$ cat src/inc/pei_pkg.sv
// Contract
// - the live status register shows the present level of every source, whatever the interrupt enable holds.
// - live status bits are: 7 pll1 lock lost, 6 pll1 input lost, 5 pll1 calibrating, 4..2 same for pll2, 1 pll1 switch back, 0 pll2 switch back.
// - when pll1 unlocks because its input was lost, only the pll1 input-lost bit is set and pll1 lock lost reads 0.
// - when pll2 unlocks because its input was lost, only the pll2 input-lost bit is set and pll2 lock lost reads 0.
// - each switch-back source shows an automatic change from secondary to primary reference of its pll.
// - a source whose mask bit is 1 does not help activate the interrupt.
// - the mask register uses the same bit order as the live status register.
// - mask bits are read-write, reset to 0, and load their start-up value from nonvolatile configuration.
// - with polarity 1 a rising edge on a source sets its latched flag.
// - with polarity 0 a falling edge on a source sets its latched flag.
// - the polarity register follows the live status bit order, read-write, reset to 0.
// - latched flags update only while the interrupt enable is 1.
// - a latched flag stays set until software writes 0 to it.
// - combine 1 asserts the interrupt only when all unmasked flags are set; combine 0 when any is set.
// - with interrupt enable 0 no interrupt is signalled while live status keeps tracking.
package pei_pkg;
  localparam int unsigned NSRC = 8;
  // printed offsets are indices; byte address is four times the index
  localparam logic [7:0] IDX_LIVE = 8'h0d;
  localparam logic [7:0] IDX_MASK = 8'h0e;
  localparam logic [7:0] IDX_POL = 8'h0f;
  localparam logic [7:0] IDX_FLAG = 8'h10;
  localparam logic [7:0] IDX_CTL = 8'h11;
  localparam logic [11:0] ADDR_LIVE = {2'b00, IDX_LIVE, 2'b00};
  localparam logic [11:0] ADDR_MASK = {2'b00, IDX_MASK, 2'b00};
  localparam logic [11:0] ADDR_POL = {2'b00, IDX_POL, 2'b00};
  localparam logic [11:0] ADDR_FLAG = {2'b00, IDX_FLAG, 2'b00};
  localparam logic [11:0] ADDR_CTL = {2'b00, IDX_CTL, 2'b00};
  localparam logic [7:0] RST_MASK = 8'h00;
  localparam logic [7:0] RST_POL = 8'h00;
  localparam logic [7:0] RST_FLAG = 8'h00;
  localparam int unsigned BIT_PLL1_LOCK_LOST = 7;
  localparam int unsigned BIT_PLL1_INPUT_LOST = 6;
  localparam int unsigned BIT_PLL1_CALIBRATING = 5;
  localparam int unsigned BIT_PLL2_LOCK_LOST = 4;
  localparam int unsigned BIT_PLL2_INPUT_LOST = 3;
  localparam int unsigned BIT_PLL2_CALIBRATING = 2;
  localparam int unsigned BIT_PLL1_REF_SWITCH = 1;
  localparam int unsigned BIT_PLL2_REF_SWITCH = 0;
  localparam int unsigned BIT_CTL_AND_OR = 1;
  localparam int unsigned BIT_CTL_INT_EN = 0;
endpackage

$ cat src/inc/pei_src_if.sv
`timescale 1ns/10ps
// synchronised sources and edge pulses between sampler and top
interface pei_src_if #(parameter int unsigned N = 8);
  logic [N-1:0] level;
  logic [N-1:0] rise;
  logic [N-1:0] fall;
  modport src (output level, output rise, output fall);
  modport dst (input level, input rise, input fall);
endinterface

$ cat src/design/pei_sync_edge.sv
`timescale 1ns/10ps
module pei_sync_edge #(
  parameter int unsigned N = 8
) (
  input wire logic i_clk_sys, // system clock
  input wire logic i_rst_b, // async reset, active low
  input wire logic i_ce, // clock enable
  input wire logic [N-1:0] i_raw, // raw source levels
  pei_src_if.src o_src // synced level and edges
);
  logic [N-1:0] meta_r, meta_nxt;
  logic [N-1:0] sync_r, sync_nxt;
  logic [N-1:0] prev_r, prev_nxt;
  logic [N-1:0] lvl;

  // input lost wins over lock lost; gated behind the second flop so no logic reads a settling bit
  always_comb begin
    lvl = sync_r;
    lvl[pei_pkg::BIT_PLL1_LOCK_LOST] = sync_r[pei_pkg::BIT_PLL1_LOCK_LOST]
      & ~sync_r[pei_pkg::BIT_PLL1_INPUT_LOST];
    lvl[pei_pkg::BIT_PLL2_LOCK_LOST] = sync_r[pei_pkg::BIT_PLL2_LOCK_LOST]
      & ~sync_r[pei_pkg::BIT_PLL2_INPUT_LOST];
  end

  always_comb begin
    meta_nxt = i_ce ? i_raw : meta_r;
    sync_nxt = i_ce ? meta_r : sync_r;
    prev_nxt = i_ce ? lvl : prev_r;
  end

  always_ff @(posedge i_clk_sys or negedge i_rst_b) begin
    if (!i_rst_b) begin
      meta_r <= '0;
      sync_r <= '0;
      prev_r <= '0;
    end else begin
      meta_r <= meta_nxt;
      sync_r <= sync_nxt;
      prev_r <= prev_nxt;
    end
  end

  // edges gated by ce so a frozen block sees no stale pulse
  assign o_src.level = lvl;
  assign o_src.rise = {N{i_ce}} & lvl & ~prev_r;
  assign o_src.fall = {N{i_ce}} & ~lvl & prev_r;
endmodule

$ cat src/design/pei_combine.sv
`timescale 1ns/10ps
module pei_combine #(
  parameter int unsigned N = 8
) (
  input wire logic [N-1:0] i_flag, // latched flags
  input wire logic [N-1:0] i_mask, // 1 masks a flag
  input wire logic i_and_mode, // 1 and, 0 or
  input wire logic i_int_en, // interrupt enable
  output logic o_irq // combined request, unregistered
);
  logic [N-1:0] act;
  always_comb begin
    act = i_flag & ~i_mask;
    // and over unmasked flags; all masked gives no interrupt
    if (i_and_mode) begin
      o_irq = i_int_en && ((i_flag | i_mask) == {N{1'b1}}) && (i_mask != {N{1'b1}});
    end else begin
      o_irq = i_int_en && (act != '0);
    end
  end
endmodule

$ cat src/design/pei_top.sv
`timescale 1ns/10ps
module pei_top (
  input wire logic i_clk_sys, // 10 MHz system clock
  input wire logic i_rst_b, // async reset, active low
  input wire logic i_ce, // clock enable, freezes state when low
  input wire logic i_pll1_lock_lost, // pll1 lock lost detector
  input wire logic i_pll1_input_lost, // pll1 input lost detector
  input wire logic i_pll1_calibrating, // pll1 vco calibration active
  input wire logic i_pll2_lock_lost, // pll2 lock lost detector
  input wire logic i_pll2_input_lost, // pll2 input lost detector
  input wire logic i_pll2_calibrating, // pll2 vco calibration active
  input wire logic i_pll1_ref_switch_back, // pll1 auto switch to primary
  input wire logic i_pll2_ref_switch_back, // pll2 auto switch to primary
  input wire logic i_nv_load, // pulse: load nonvolatile config
  input wire logic [7:0] i_nv_mask, // nonvolatile mask image
  input wire logic [7:0] i_nv_pol, // nonvolatile polarity image
  input wire logic [1:0] i_nv_ctl, // nonvolatile and/or, enable image
  input wire logic psel, // apb select
  input wire logic penable, // apb enable
  input wire logic pwrite, // apb write
  input wire logic [11:0] paddr, // apb byte address
  input wire logic [31:0] pwdata, // apb write data
  output logic [31:0] prdata, // apb read data
  output logic pready, // apb ready
  output logic pslverr, // apb error
  output logic o_irq // combined interrupt, active high
);
  logic [7:0] raw;
  logic [7:0] mask_r, mask_nxt;
  logic [7:0] pol_r, pol_nxt;
  logic [7:0] flag_r, flag_nxt;
  logic and_or_r, and_or_nxt;
  logic int_en_r, int_en_nxt;
  logic [31:0] prdata_r, prdata_nxt;
  logic pready_r, pready_nxt;
  logic pslverr_r, pslverr_nxt;
  logic irq_r, irq_nxt;
  logic irq_comb;
  logic [7:0] edge_hit;
  logic setup, wr, rd, hit;

  pei_src_if #(.N(pei_pkg::NSRC)) src_bus ();

  // plain bit placement only; precedence is applied after synchronising
  always_comb begin
    raw = '0;
    raw[pei_pkg::BIT_PLL1_INPUT_LOST] = i_pll1_input_lost;
    raw[pei_pkg::BIT_PLL1_LOCK_LOST] = i_pll1_lock_lost;
    raw[pei_pkg::BIT_PLL1_CALIBRATING] = i_pll1_calibrating;
    raw[pei_pkg::BIT_PLL2_INPUT_LOST] = i_pll2_input_lost;
    raw[pei_pkg::BIT_PLL2_LOCK_LOST] = i_pll2_lock_lost;
    raw[pei_pkg::BIT_PLL2_CALIBRATING] = i_pll2_calibrating;
    raw[pei_pkg::BIT_PLL1_REF_SWITCH] = i_pll1_ref_switch_back;
    raw[pei_pkg::BIT_PLL2_REF_SWITCH] = i_pll2_ref_switch_back;
  end

  pei_sync_edge #(.N(pei_pkg::NSRC)) u_sync (
    .i_clk_sys(i_clk_sys),
    .i_rst_b(i_rst_b),
    .i_ce(i_ce),
    .i_raw(raw),
    .o_src(src_bus.src)
  );

  pei_combine #(.N(pei_pkg::NSRC)) u_comb (
    .i_flag(flag_r),
    .i_mask(mask_r),
    .i_and_mode(and_or_r),
    .i_int_en(int_en_r),
    .o_irq(irq_comb)
  );

  // per-source edge select
  genvar g;
  generate
    for (g = 0; g < 8; g++) begin : g_edge
      assign edge_hit[g] = pol_r[g] ? src_bus.rise[g] : src_bus.fall[g];
    end
  endgenerate

  assign setup = psel && !penable;
  assign wr = psel && penable && pready_r && pwrite;
  assign rd = setup && !pwrite;
  always_comb begin
    unique case (paddr)
      pei_pkg::ADDR_LIVE, pei_pkg::ADDR_MASK, pei_pkg::ADDR_POL,
      pei_pkg::ADDR_FLAG, pei_pkg::ADDR_CTL: hit = 1'b1;
      default: hit = 1'b0;
    endcase
  end

  // register state
  always_comb begin
    mask_nxt = mask_r;
    pol_nxt = pol_r;
    flag_nxt = flag_r;
    and_or_nxt = and_or_r;
    int_en_nxt = int_en_r;
    if (i_nv_load) begin
      mask_nxt = i_nv_mask;
      pol_nxt = i_nv_pol;
      and_or_nxt = i_nv_ctl[pei_pkg::BIT_CTL_AND_OR];
      int_en_nxt = i_nv_ctl[pei_pkg::BIT_CTL_INT_EN];
    end else if (wr) begin
      if (paddr == pei_pkg::ADDR_MASK) begin
        mask_nxt = pwdata[7:0];
      end
      if (paddr == pei_pkg::ADDR_POL) begin
        pol_nxt = pwdata[7:0];
      end
      if (paddr == pei_pkg::ADDR_CTL) begin
        and_or_nxt = pwdata[pei_pkg::BIT_CTL_AND_OR];
        int_en_nxt = pwdata[pei_pkg::BIT_CTL_INT_EN];
      end
    end
    // writing 0 clears a flag, writing 1 leaves it
    if (wr && paddr == pei_pkg::ADDR_FLAG) begin
      flag_nxt = flag_r & pwdata[7:0];
    end
    // set beats a same-cycle clear
    if (int_en_r) begin
      flag_nxt = flag_nxt | edge_hit;
    end
  end

  // apb answer: no wait state, data ready in the first access cycle
  always_comb begin
    prdata_nxt = prdata_r;
    pready_nxt = 1'b0;
    pslverr_nxt = 1'b0;
    irq_nxt = irq_comb;
    if (setup) begin
      pready_nxt = 1'b1;
      pslverr_nxt = !hit;
      prdata_nxt = '0;
      if (rd) begin
        unique case (paddr)
          pei_pkg::ADDR_LIVE: prdata_nxt = {24'h00_0000, src_bus.level};
          pei_pkg::ADDR_MASK: prdata_nxt = {24'h00_0000, mask_r};
          pei_pkg::ADDR_POL: prdata_nxt = {24'h00_0000, pol_r};
          pei_pkg::ADDR_FLAG: prdata_nxt = {24'h00_0000, flag_r};
          pei_pkg::ADDR_CTL: prdata_nxt = {30'h0000_0000, and_or_r, int_en_r};
          default: prdata_nxt = '0;
        endcase
      end
    end
  end

  always_ff @(posedge i_clk_sys or negedge i_rst_b) begin
    if (!i_rst_b) begin
      mask_r <= pei_pkg::RST_MASK;
      pol_r <= pei_pkg::RST_POL;
      flag_r <= pei_pkg::RST_FLAG;
      and_or_r <= 1'b0;
      int_en_r <= 1'b0;
      prdata_r <= '0;
      pready_r <= 1'b0;
      pslverr_r <= 1'b0;
      irq_r <= 1'b0;
    end else if (i_ce) begin
      mask_r <= mask_nxt;
      pol_r <= pol_nxt;
      flag_r <= flag_nxt;
      and_or_r <= and_or_nxt;
      int_en_r <= int_en_nxt;
      prdata_r <= prdata_nxt;
      pready_r <= pready_nxt;
      pslverr_r <= pslverr_nxt;
      irq_r <= irq_nxt;
    end
  end

  assign prdata = prdata_r;
  assign pready = pready_r;
  assign pslverr = pslverr_r;
  assign o_irq = irq_r;
endmodule

$ cat config.mk
export PLATFORM = sky130hd
export DESIGN_NAME = pei_top
export DESIGN_NICKNAME = d
export VERILOG_FILES = /design/src/inc/pei_pkg.sv /design/src/inc/pei_src_if.sv /design/src/design/pei_sync_edge.sv /design/src/design/pei_combine.sv /design/src/design/pei_top.sv
export SDC_FILE = /design/constraint.sdc
export NUM_CORES = 1
export LEC_CHECK = 0
export BUFFER_PORTS_ARGS = -buffer_cell sky130_fd_sc_hd__clkbuf_2
export CELL_PAD_IN_SITES_DETAIL_PLACEMENT = 0
export CELL_PAD_IN_SITES_GLOBAL_PLACEMENT = 1
export CORE_UTILIZATION = 35
export CTS_CLUSTER_DIAMETER = 80
export DETAILED_ROUTE_END_ITERATION = 16
export PLACE_DENSITY = 0.7
export SKIP_LAST_GASP = 1
export SLEW_MARGIN = 0
export SYNTH_ARGS = -nofsm -noshare
export SYNTH_HDL_FRONTEND = slang
export SYNTH_SLANG_ARGS = --single-unit
$ cat constraint.sdc
create_clock -name i_clk_sys -period 4.2 [get_ports i_clk_sys]
set_input_delay 0.63 -clock i_clk_sys [delete_from_list [all_inputs] [get_ports i_clk_sys]]
set_output_delay 0.63 -clock i_clk_sys [all_outputs]
set_load 0.01 [all_outputs]
==> impl_metrics.csv, run 1 <==
group,metric,value,unit
grt,grt_pass1_vias,2661,
worst_setup_path,cp_cell_sequence,"clkbuf_2, nor4b_2, nand2b_1, o41ai_1, o21ai_0",
worst_setup_path,r2r_start,"pready",
yosys,post_synth_num_cell_types,47,
pwr,pwr-share-comb,16.3,%
routing,met2_length,4210,µm
worst_setup_path,slowest_delay,0.56,ns
place,placed_cells,525,
grt,grt_util_all_layers,18.9,%
routing,drt-pass1-iter-count,4,
sta,fin_setup_tns,0,ns
worst_setup_path,cp-end-kind,"register",
worst_setup_path,timing.critical_path.buf_inv,1,
yosys,synthArstFlopShare,100,%
worst_setup_path,cp-start-kind,"input pin",
final_layout,multiInputGateArea,0.00182,mm²
grt,grt-ovfl-total,0,
yosys,ys_ff_latch,61,
pwr,peakVddDrop,0.000203,V
routing,routed_wl,9270,µm
yosys,yosys.area_share.adder,0,%
final_layout,fillers,990,
sta,clock_skew,0.00807,ns
yosys,synthSimpleGateAreaFrac,18.9,%
worst_setup_path,path_max_fanout,17,
place,hpwl,6790,µm
yosys,syn_area,0.00357,mm²
place,gp_congestion,0.797,
run_status,status,"completed",
worst_setup_path,arrival,2.33,ns
final_layout,fin_cells,541,
pwr,p_per_area,387,mW/mm²
pwr,leakagePower,0.00175,µW
clocking,clockBufferDepth,2,
yosys,synth_area_leaders,"dfrtp_1, mux2_2, buf_4",
yosys,synth_warnings,0,
yosys,synthXorXnorAreaFrac,0,%
pwr,switching_share,28.9,%
min_path,hold_path_class,"in -> async",
yosys,avgSynthCellArea,10.3,µm²
yosys,synth_top_area_share,42.8,%
routing,vias_per_cell,5.31,
final_layout,fin_area,0.00411,mm²
routing,vias,2873,
final_layout,nets,480,
sta,setup_viol,0,
routing,post_drt_wl_per_cell,17.1,µm
worst_setup_path,reg2reg_to,"mask_r[4]",
final_layout,drive_above_1_share,29.9,%
clocking,postCtsSetupBuffers,0,
routing,wl_met1,4430,µm
sta,holdWs,0.345,ns
final_layout,synthToLayoutAreaGrowth,15.1,%
yosys,synth_cells,347,
yosys,synth_top_area_cell,"dfrtp_1",
clocking,post_cts_resized,0,
routing,dr_wl_met3,512,µm
floorplan,row_count,36,
routing,postRouteAntennaNets,0,
yosys,ys.flop_type,"dfrtp_1",
place,dpl-instance-area,0.00388,mm²
clocking,cts_hold_buf,0,
worst_setup_path,r2r_cells,5,
pwr,p_int,1130,µW
place,io_buffers,63,
yosys,synth_most_common_cell,"dfrtp_1",
worst_setup_path,crit_slowest_cell,"nor4b_2",
worst_setup_path,cp_data_required_time,4.42,ns
pwr,power_frac_clock,37.2,%
yosys,muxShareOfSynthArea,10.9,%
clocking,htreeDepth,3,
floorplan,die_h,103,µm
clocking,path_clk_slew,0.07,ns
floorplan,die_w,103,µm
pwr,seq_power_share,46.5,%
sta,timing.final.crit_share,50.1,%
final_layout,regArea,0.00153,mm²
worst_setup_path,path_class,"in -> reg",
clocking,cts_tree,"built",
job,max_cap_viol_count,0,
grt,antenna_found_initial,0,
routing,highest_layer,"met4",
final_layout,n_antenna_cell,0,
grt,grt_start_max_net_pins,33,
pwr,power.switching,460,µW
sta,max_freq,475,MHz
routing,drtIter0Drc,137,
clocking,cts_root_buffer,"clkbuf_8",
floorplan,die_area,0.0106,mm²
sta,drv_slew,0,
clocking,cts_sinks,61,
yosys,synth-edff-count,0,
sta,rsz0062_at_grt,"no",
clocking,cts_buffers,9,
grt,grt_pass1_wl,14600,µm
sta,fin_crit,2.11,ns
floorplan,core,0.00982,mm²
clocking,insertion_delay,0.35,ns
yosys,synth_top_family_by_area,"simple AND/OR/NAND/NOR gates",
routing,drc,0,
sta,maxSlewHeadroom,47.4,%
worst_setup_path,regToRegSetupSlack,2.42,ns
yosys,seq_area_frac_synth,42.8,%
yosys,synth_top_cells_by_count,"dfrtp_1, a21oi_1, buf_4",
floorplan,start_util,36.3,%
sta,finalHoldViolCount,0,
worst_setup_path,critical-path-top-delay-family,"simple AND/OR/NAND/NOR gates",
yosys,synth_compound_area_share,18.8,%
floorplan,io_pins,112,
sta,worst_pin_slew,0.789,ns
final cells by class:
cell class	instances	share of cell area, %
timing repair buffer	66	8.23
multi-input combinational	257	44.4
clock buffer	10	3.35
tap	133	4.05
inverter	8	0.731
sequential	61	37.2
clock inverter	6	2.10
per-stage QoR:
step,worst slack (ns),power (µW),util [%]
after CTS,2.11,1610,41.8
after floorplan,2.25,916,-
final,2.09,1590,41.8
after detailed placement,1.73,1010,39.5
after global routing,1.90,1680,41.8
after global placement,1.76,1000,39.5
logic make-up (layout without fill, tap and decap cells):
group                  Yosys count  in the layout
AO/OA/AOI/OAI                   96             96
multiplexers                    36             36
flip-flops                      61             61
AND/OR/NAND/NOR                101            101
other                            1             24
buffers and inverters           52             90
routing by layer:
metal | track usage, % | up-vias
met2 | 28.9 | 100
met5 | 0 | -
met3 | 4.41 | 11
met4 | 5.53 | 0
met1 | 26.8 | 1402
li1 | - | 1360
flip-flops by register name (all words and copies together) (netlist names):
name	flops
u_sync.sync_r	8
flag_r	8
u_sync.prev_r	8
pslverr	1
mask_r	8
pol_r	8
o_irq	1
prdata	8
u_sync.meta_r	8
and_or_r	1
int_en_r	1
pready	1
how the worst max path moves through the flow:
stage / end / startpoint / cells past startpoint / slack [ns]
2_1_floorplan: prdata[3] / paddr[3] / 6 / 2.25
3_3_place_gp: flag_r[3] / paddr[3] / 5 / 1.76
3_5_place_dp: flag_r[5] / paddr[3] / 5 / 1.73
4_1_cts: flag_r[5] / paddr[3] / 5 / 2.11
5_1_grt: flag_r[7] / paddr[3] / 5 / 1.90
6_report: flag_r[2] / paddr[3] / 5 / 2.09
power by group through the flow:
stage / Clock, µW / Combinational [µW] / Sequential [µW]
after floorplan: 0 / 198 / 718
after global placement: 0 / 254 / 747
after detailed placement: 0 / 260 / 750
after CTS: 609 / 261 / 739
after global routing: 637 / 290 / 751
final: 592 / 258 / 740
cells in the final DEF, fill, tap and decap left out, types with 2 or more instances in the layout:
| cell type | n |
|---|---|
| and2_1 | 5 |
| nor3b_1 | 11 |
| dfrtp_1 | 61 |
| a32o_1 | 2 |
| clkbuf_2 | 63 |
| clkbuf_8 | 10 |
| or4_1 | 2 |
| nor2_1 | 17 |
| inv_1 | 8 |
| nand2_1 | 14 |
| conb_1 | 24 |
| o22ai_1 | 4 |
| a22oi_1 | 13 |
| bufinv_16 | 2 |
| a2111oi_0 | 3 |
| a221oi_1 | 2 |
| clkinv_2 | 2 |
| a211oi_1 | 4 |
| mux2i_1 | 14 |
| nor4b_2 | 5 |
| o21ai_2 | 2 |
| a21oi_1 | 27 |
| buf_4 | 3 |
| a31oi_1 | 5 |
| mux2_2 | 22 |
| o21ai_0 | 18 |
| nand3b_1 | 2 |
| nand2b_1 | 3 |
| nand3_1 | 4 |
| o41ai_1 | 8 |
| and3_1 | 4 |
| o221ai_2 | 4 |
| nand4_1 | 4 |
| nor2b_1 | 21 |
(Power assumes the default switching activity.)
==> inputs of run 2 (changes only) <==
PLACE_DENSITY = 0.73   (was 0.7)
clock period = 1.8 ns   (was 4.2 ns; I/O delays follow)
==> run 2 against run 1 <==
  * Clock skew decreased by 0.0011 ns
  * Non-clock buffer count is 13 higher
  * Hold slack worse by 0.19 ns
  * Sequential power increased by 130%
  * Sequential share of layout area decreased by 0.90 points
  * Highest routed layer unchanged
  * Die area unchanged
  * First-iteration DRC count increased by 81%
==> impl_metrics.csv, run 2 (synthesis gave the netlist of run 1 again) <==
group,metric,value,unit
run_status,status,"completed",
routing,vias_per_cell,5.28,
routing,routed_wl,9110,µm
routing,drtIter0Drc,248,
routing,postRouteAntennaNets,0,
final_layout,synthToLayoutAreaGrowth,18.0,%
floorplan,die_w,103,µm
worst_setup_path,cp_data_required_time,2.06,ns
worst_setup_path,path_common_cell,"buf_4",
final_layout,final_cell_mix,"clkbuf_2, dfrtp_1, a21oi_1",
worst_setup_path,arrival,1.90,ns
grt,grt-ovfl-total,0,
job,max_cap_viol_count,0,
floorplan,row_count,36,
sta,timing.final.crit_share,90.8,%
grt,antenna_found_initial,0,
sta,drv_slew,0,
worst_setup_path,r2r_start,"pready",
grt,grt_util_all_layers,18.6,%
clocking,path_clk_slew,0.07,ns
clocking,clockBufferDepth,2,
worst_setup_path,regToRegSetupSlack,0.17,ns
grt,grt_pass1_vias,2710,
worst_setup_path,reg2reg_to,"mask_r[5]",
pwr,leakagePower,0.00180,µW
place,gp_congestion,0.863,
clocking,insertion_delay,0.34,ns
clocking,cts_sinks,61,
worst_setup_path,cp_cell_sequence,"and4_1, nand4_1, buf_4, o21ai_2, buf_4, mux2i_1",
min_path,min_from,"i_pll1_lock_lost",
sta,rsz0062_at_grt,"no",
pwr,peakVddDrop,0.000462,V
clocking,cts_buffers,9,
routing,post_drt_wl_per_cell,16.4,µm
final_layout,n_antenna_cell,0,
sta,fin_setup_tns,0,ns
place,hpwl,6890,µm
worst_setup_path,cp-end-kind,"register",
grt,grt_pass1_wl,14600,µm
worst_setup_path,crit_slowest_cell,"dfrtp_1",
grt,grt_start_max_net_pins,62,
floorplan,start_util,36.3,%
worst_setup_path,path_class,"reg -> reg",
sta,holdWs,0.158,ns
sta,max_freq,612,MHz
sta,setup_viol,0,
worst_setup_path,r2r_cells,6,
worst_setup_path,slowest_delay,0.37,ns
routing,drt-pass1-iter-count,4,
sta,clock_skew,0.00697,ns
clocking,cts_tree,"built",
floorplan,io_pins,112,
sta,fin_crit,1.63,ns
floorplan,die_area,0.0106,mm²
sta,finalHoldViolCount,0,
routing,drc,0,
floorplan,die_h,103,µm
final_layout,nets,493,
min_path,whs_path_depth,2,
clocking,cts_root_buffer,"clkbuf_8",
min_path,hold_path_class,"in -> reg",
clocking,postCtsSetupBuffers,0,
worst_setup_path,path_max_fanout,12,
place,io_buffers,63,
min_path,min_to,"u_sync.meta_r[7]",
floorplan,core,0.00982,mm²
final_layout,final_common_cell,"clkbuf_2",
worst_setup_path,cp-start-kind,"register",
pwr,p_per_area,856,mW/mm²
clocking,htreeDepth,3,
routing,vias,2923,
final_layout,drive_above_1_share,31.6,%
-- run 2: cell types whose count changed in the layout (fill, tap and decap cells not counted), sizes merged --
cell	delta
dlygate4sd3	+1
clkinv	-2
clkbuf	+1
buf	+12
inv	+1
bufinv	-1
clkinvlp	+1
-- run 2: cell type report --
cell class | count | area, µm²
Timing Repair Buffer | 79 | 463
Clock inverter | 5 | 58.8
Fill cell | 998 | 5610
Clock buffer | 11 | 141
Tap cell | 133 | 166
Multi-Input combinational cell | 257 | 1820
Inverter | 8 | 30.0
Sequential cell | 61 | 1530
-- run 2: stage by stage --
stage	cell area [µm²]	instances	util, %	power [µW]	setup slack, ns
finish	4210	554	42.9	3600	0.166
global route	4210	554	42.9	3800	0.0617
CTS	4210	554	42.9	3630	0.152
detailed placement	4000	537	40.7	2380	0.00963
global placement	4000	537	40.7	2350	0.0592
floorplan	3650	370	-	2140	0.213
-- run 2: routing by layer --
metal / track usage (%) / routed length (µm) / vias up
met4: 4.88 / 99 / 0
li1: - / - / 1384
met5: 0 / 0 / -
met1: 26.4 / 4490 / 1438
met3: 4.41 / 451 / 8
met2: 28.4 / 4070 / 93
-- run 2: how the worst max path moves through the flow --
stage	start	to	slack, ns	cells past startpoint
global route	pready	mask_r[5]	0.06	6
CTS	pready	pol_r[5]	0.15	5
detailed placement	paddr[1]	prdata[5]	0.01	5
floorplan	paddr[3]	prdata[3]	0.21	6
global placement	paddr[1]	prdata[6]	0.06	5
finish	pready	mask_r[5]	0.17	6
-- run 2: critical path, delay by kind of cell (launching register included) --
| kind | cells | cell delay, ns |
|---|---|---|
| buf+inv | 2 | 0.40 |
| simple gates | 2 | 0.40 |
| compound gates | 1 | 0.19 |
| mux | 1 | 0.19 |
| flops | 1 | 0.37 |
-- run 2: repair_timing --
action / in CTS / in global routing
hold endpoints to repair: 61 / 0
resized for setup: 0 / 0
hold buffers: 1 / 0
-- run 2: power by group --
| group | switching [µW] | internal (µW) | total (µW) |
|---|---|---|---|
| registers | 189 | 1540 | 1730 |
| clock network | 567 | 680 | 1250 |
| logic | 317 | 310 | 627 |
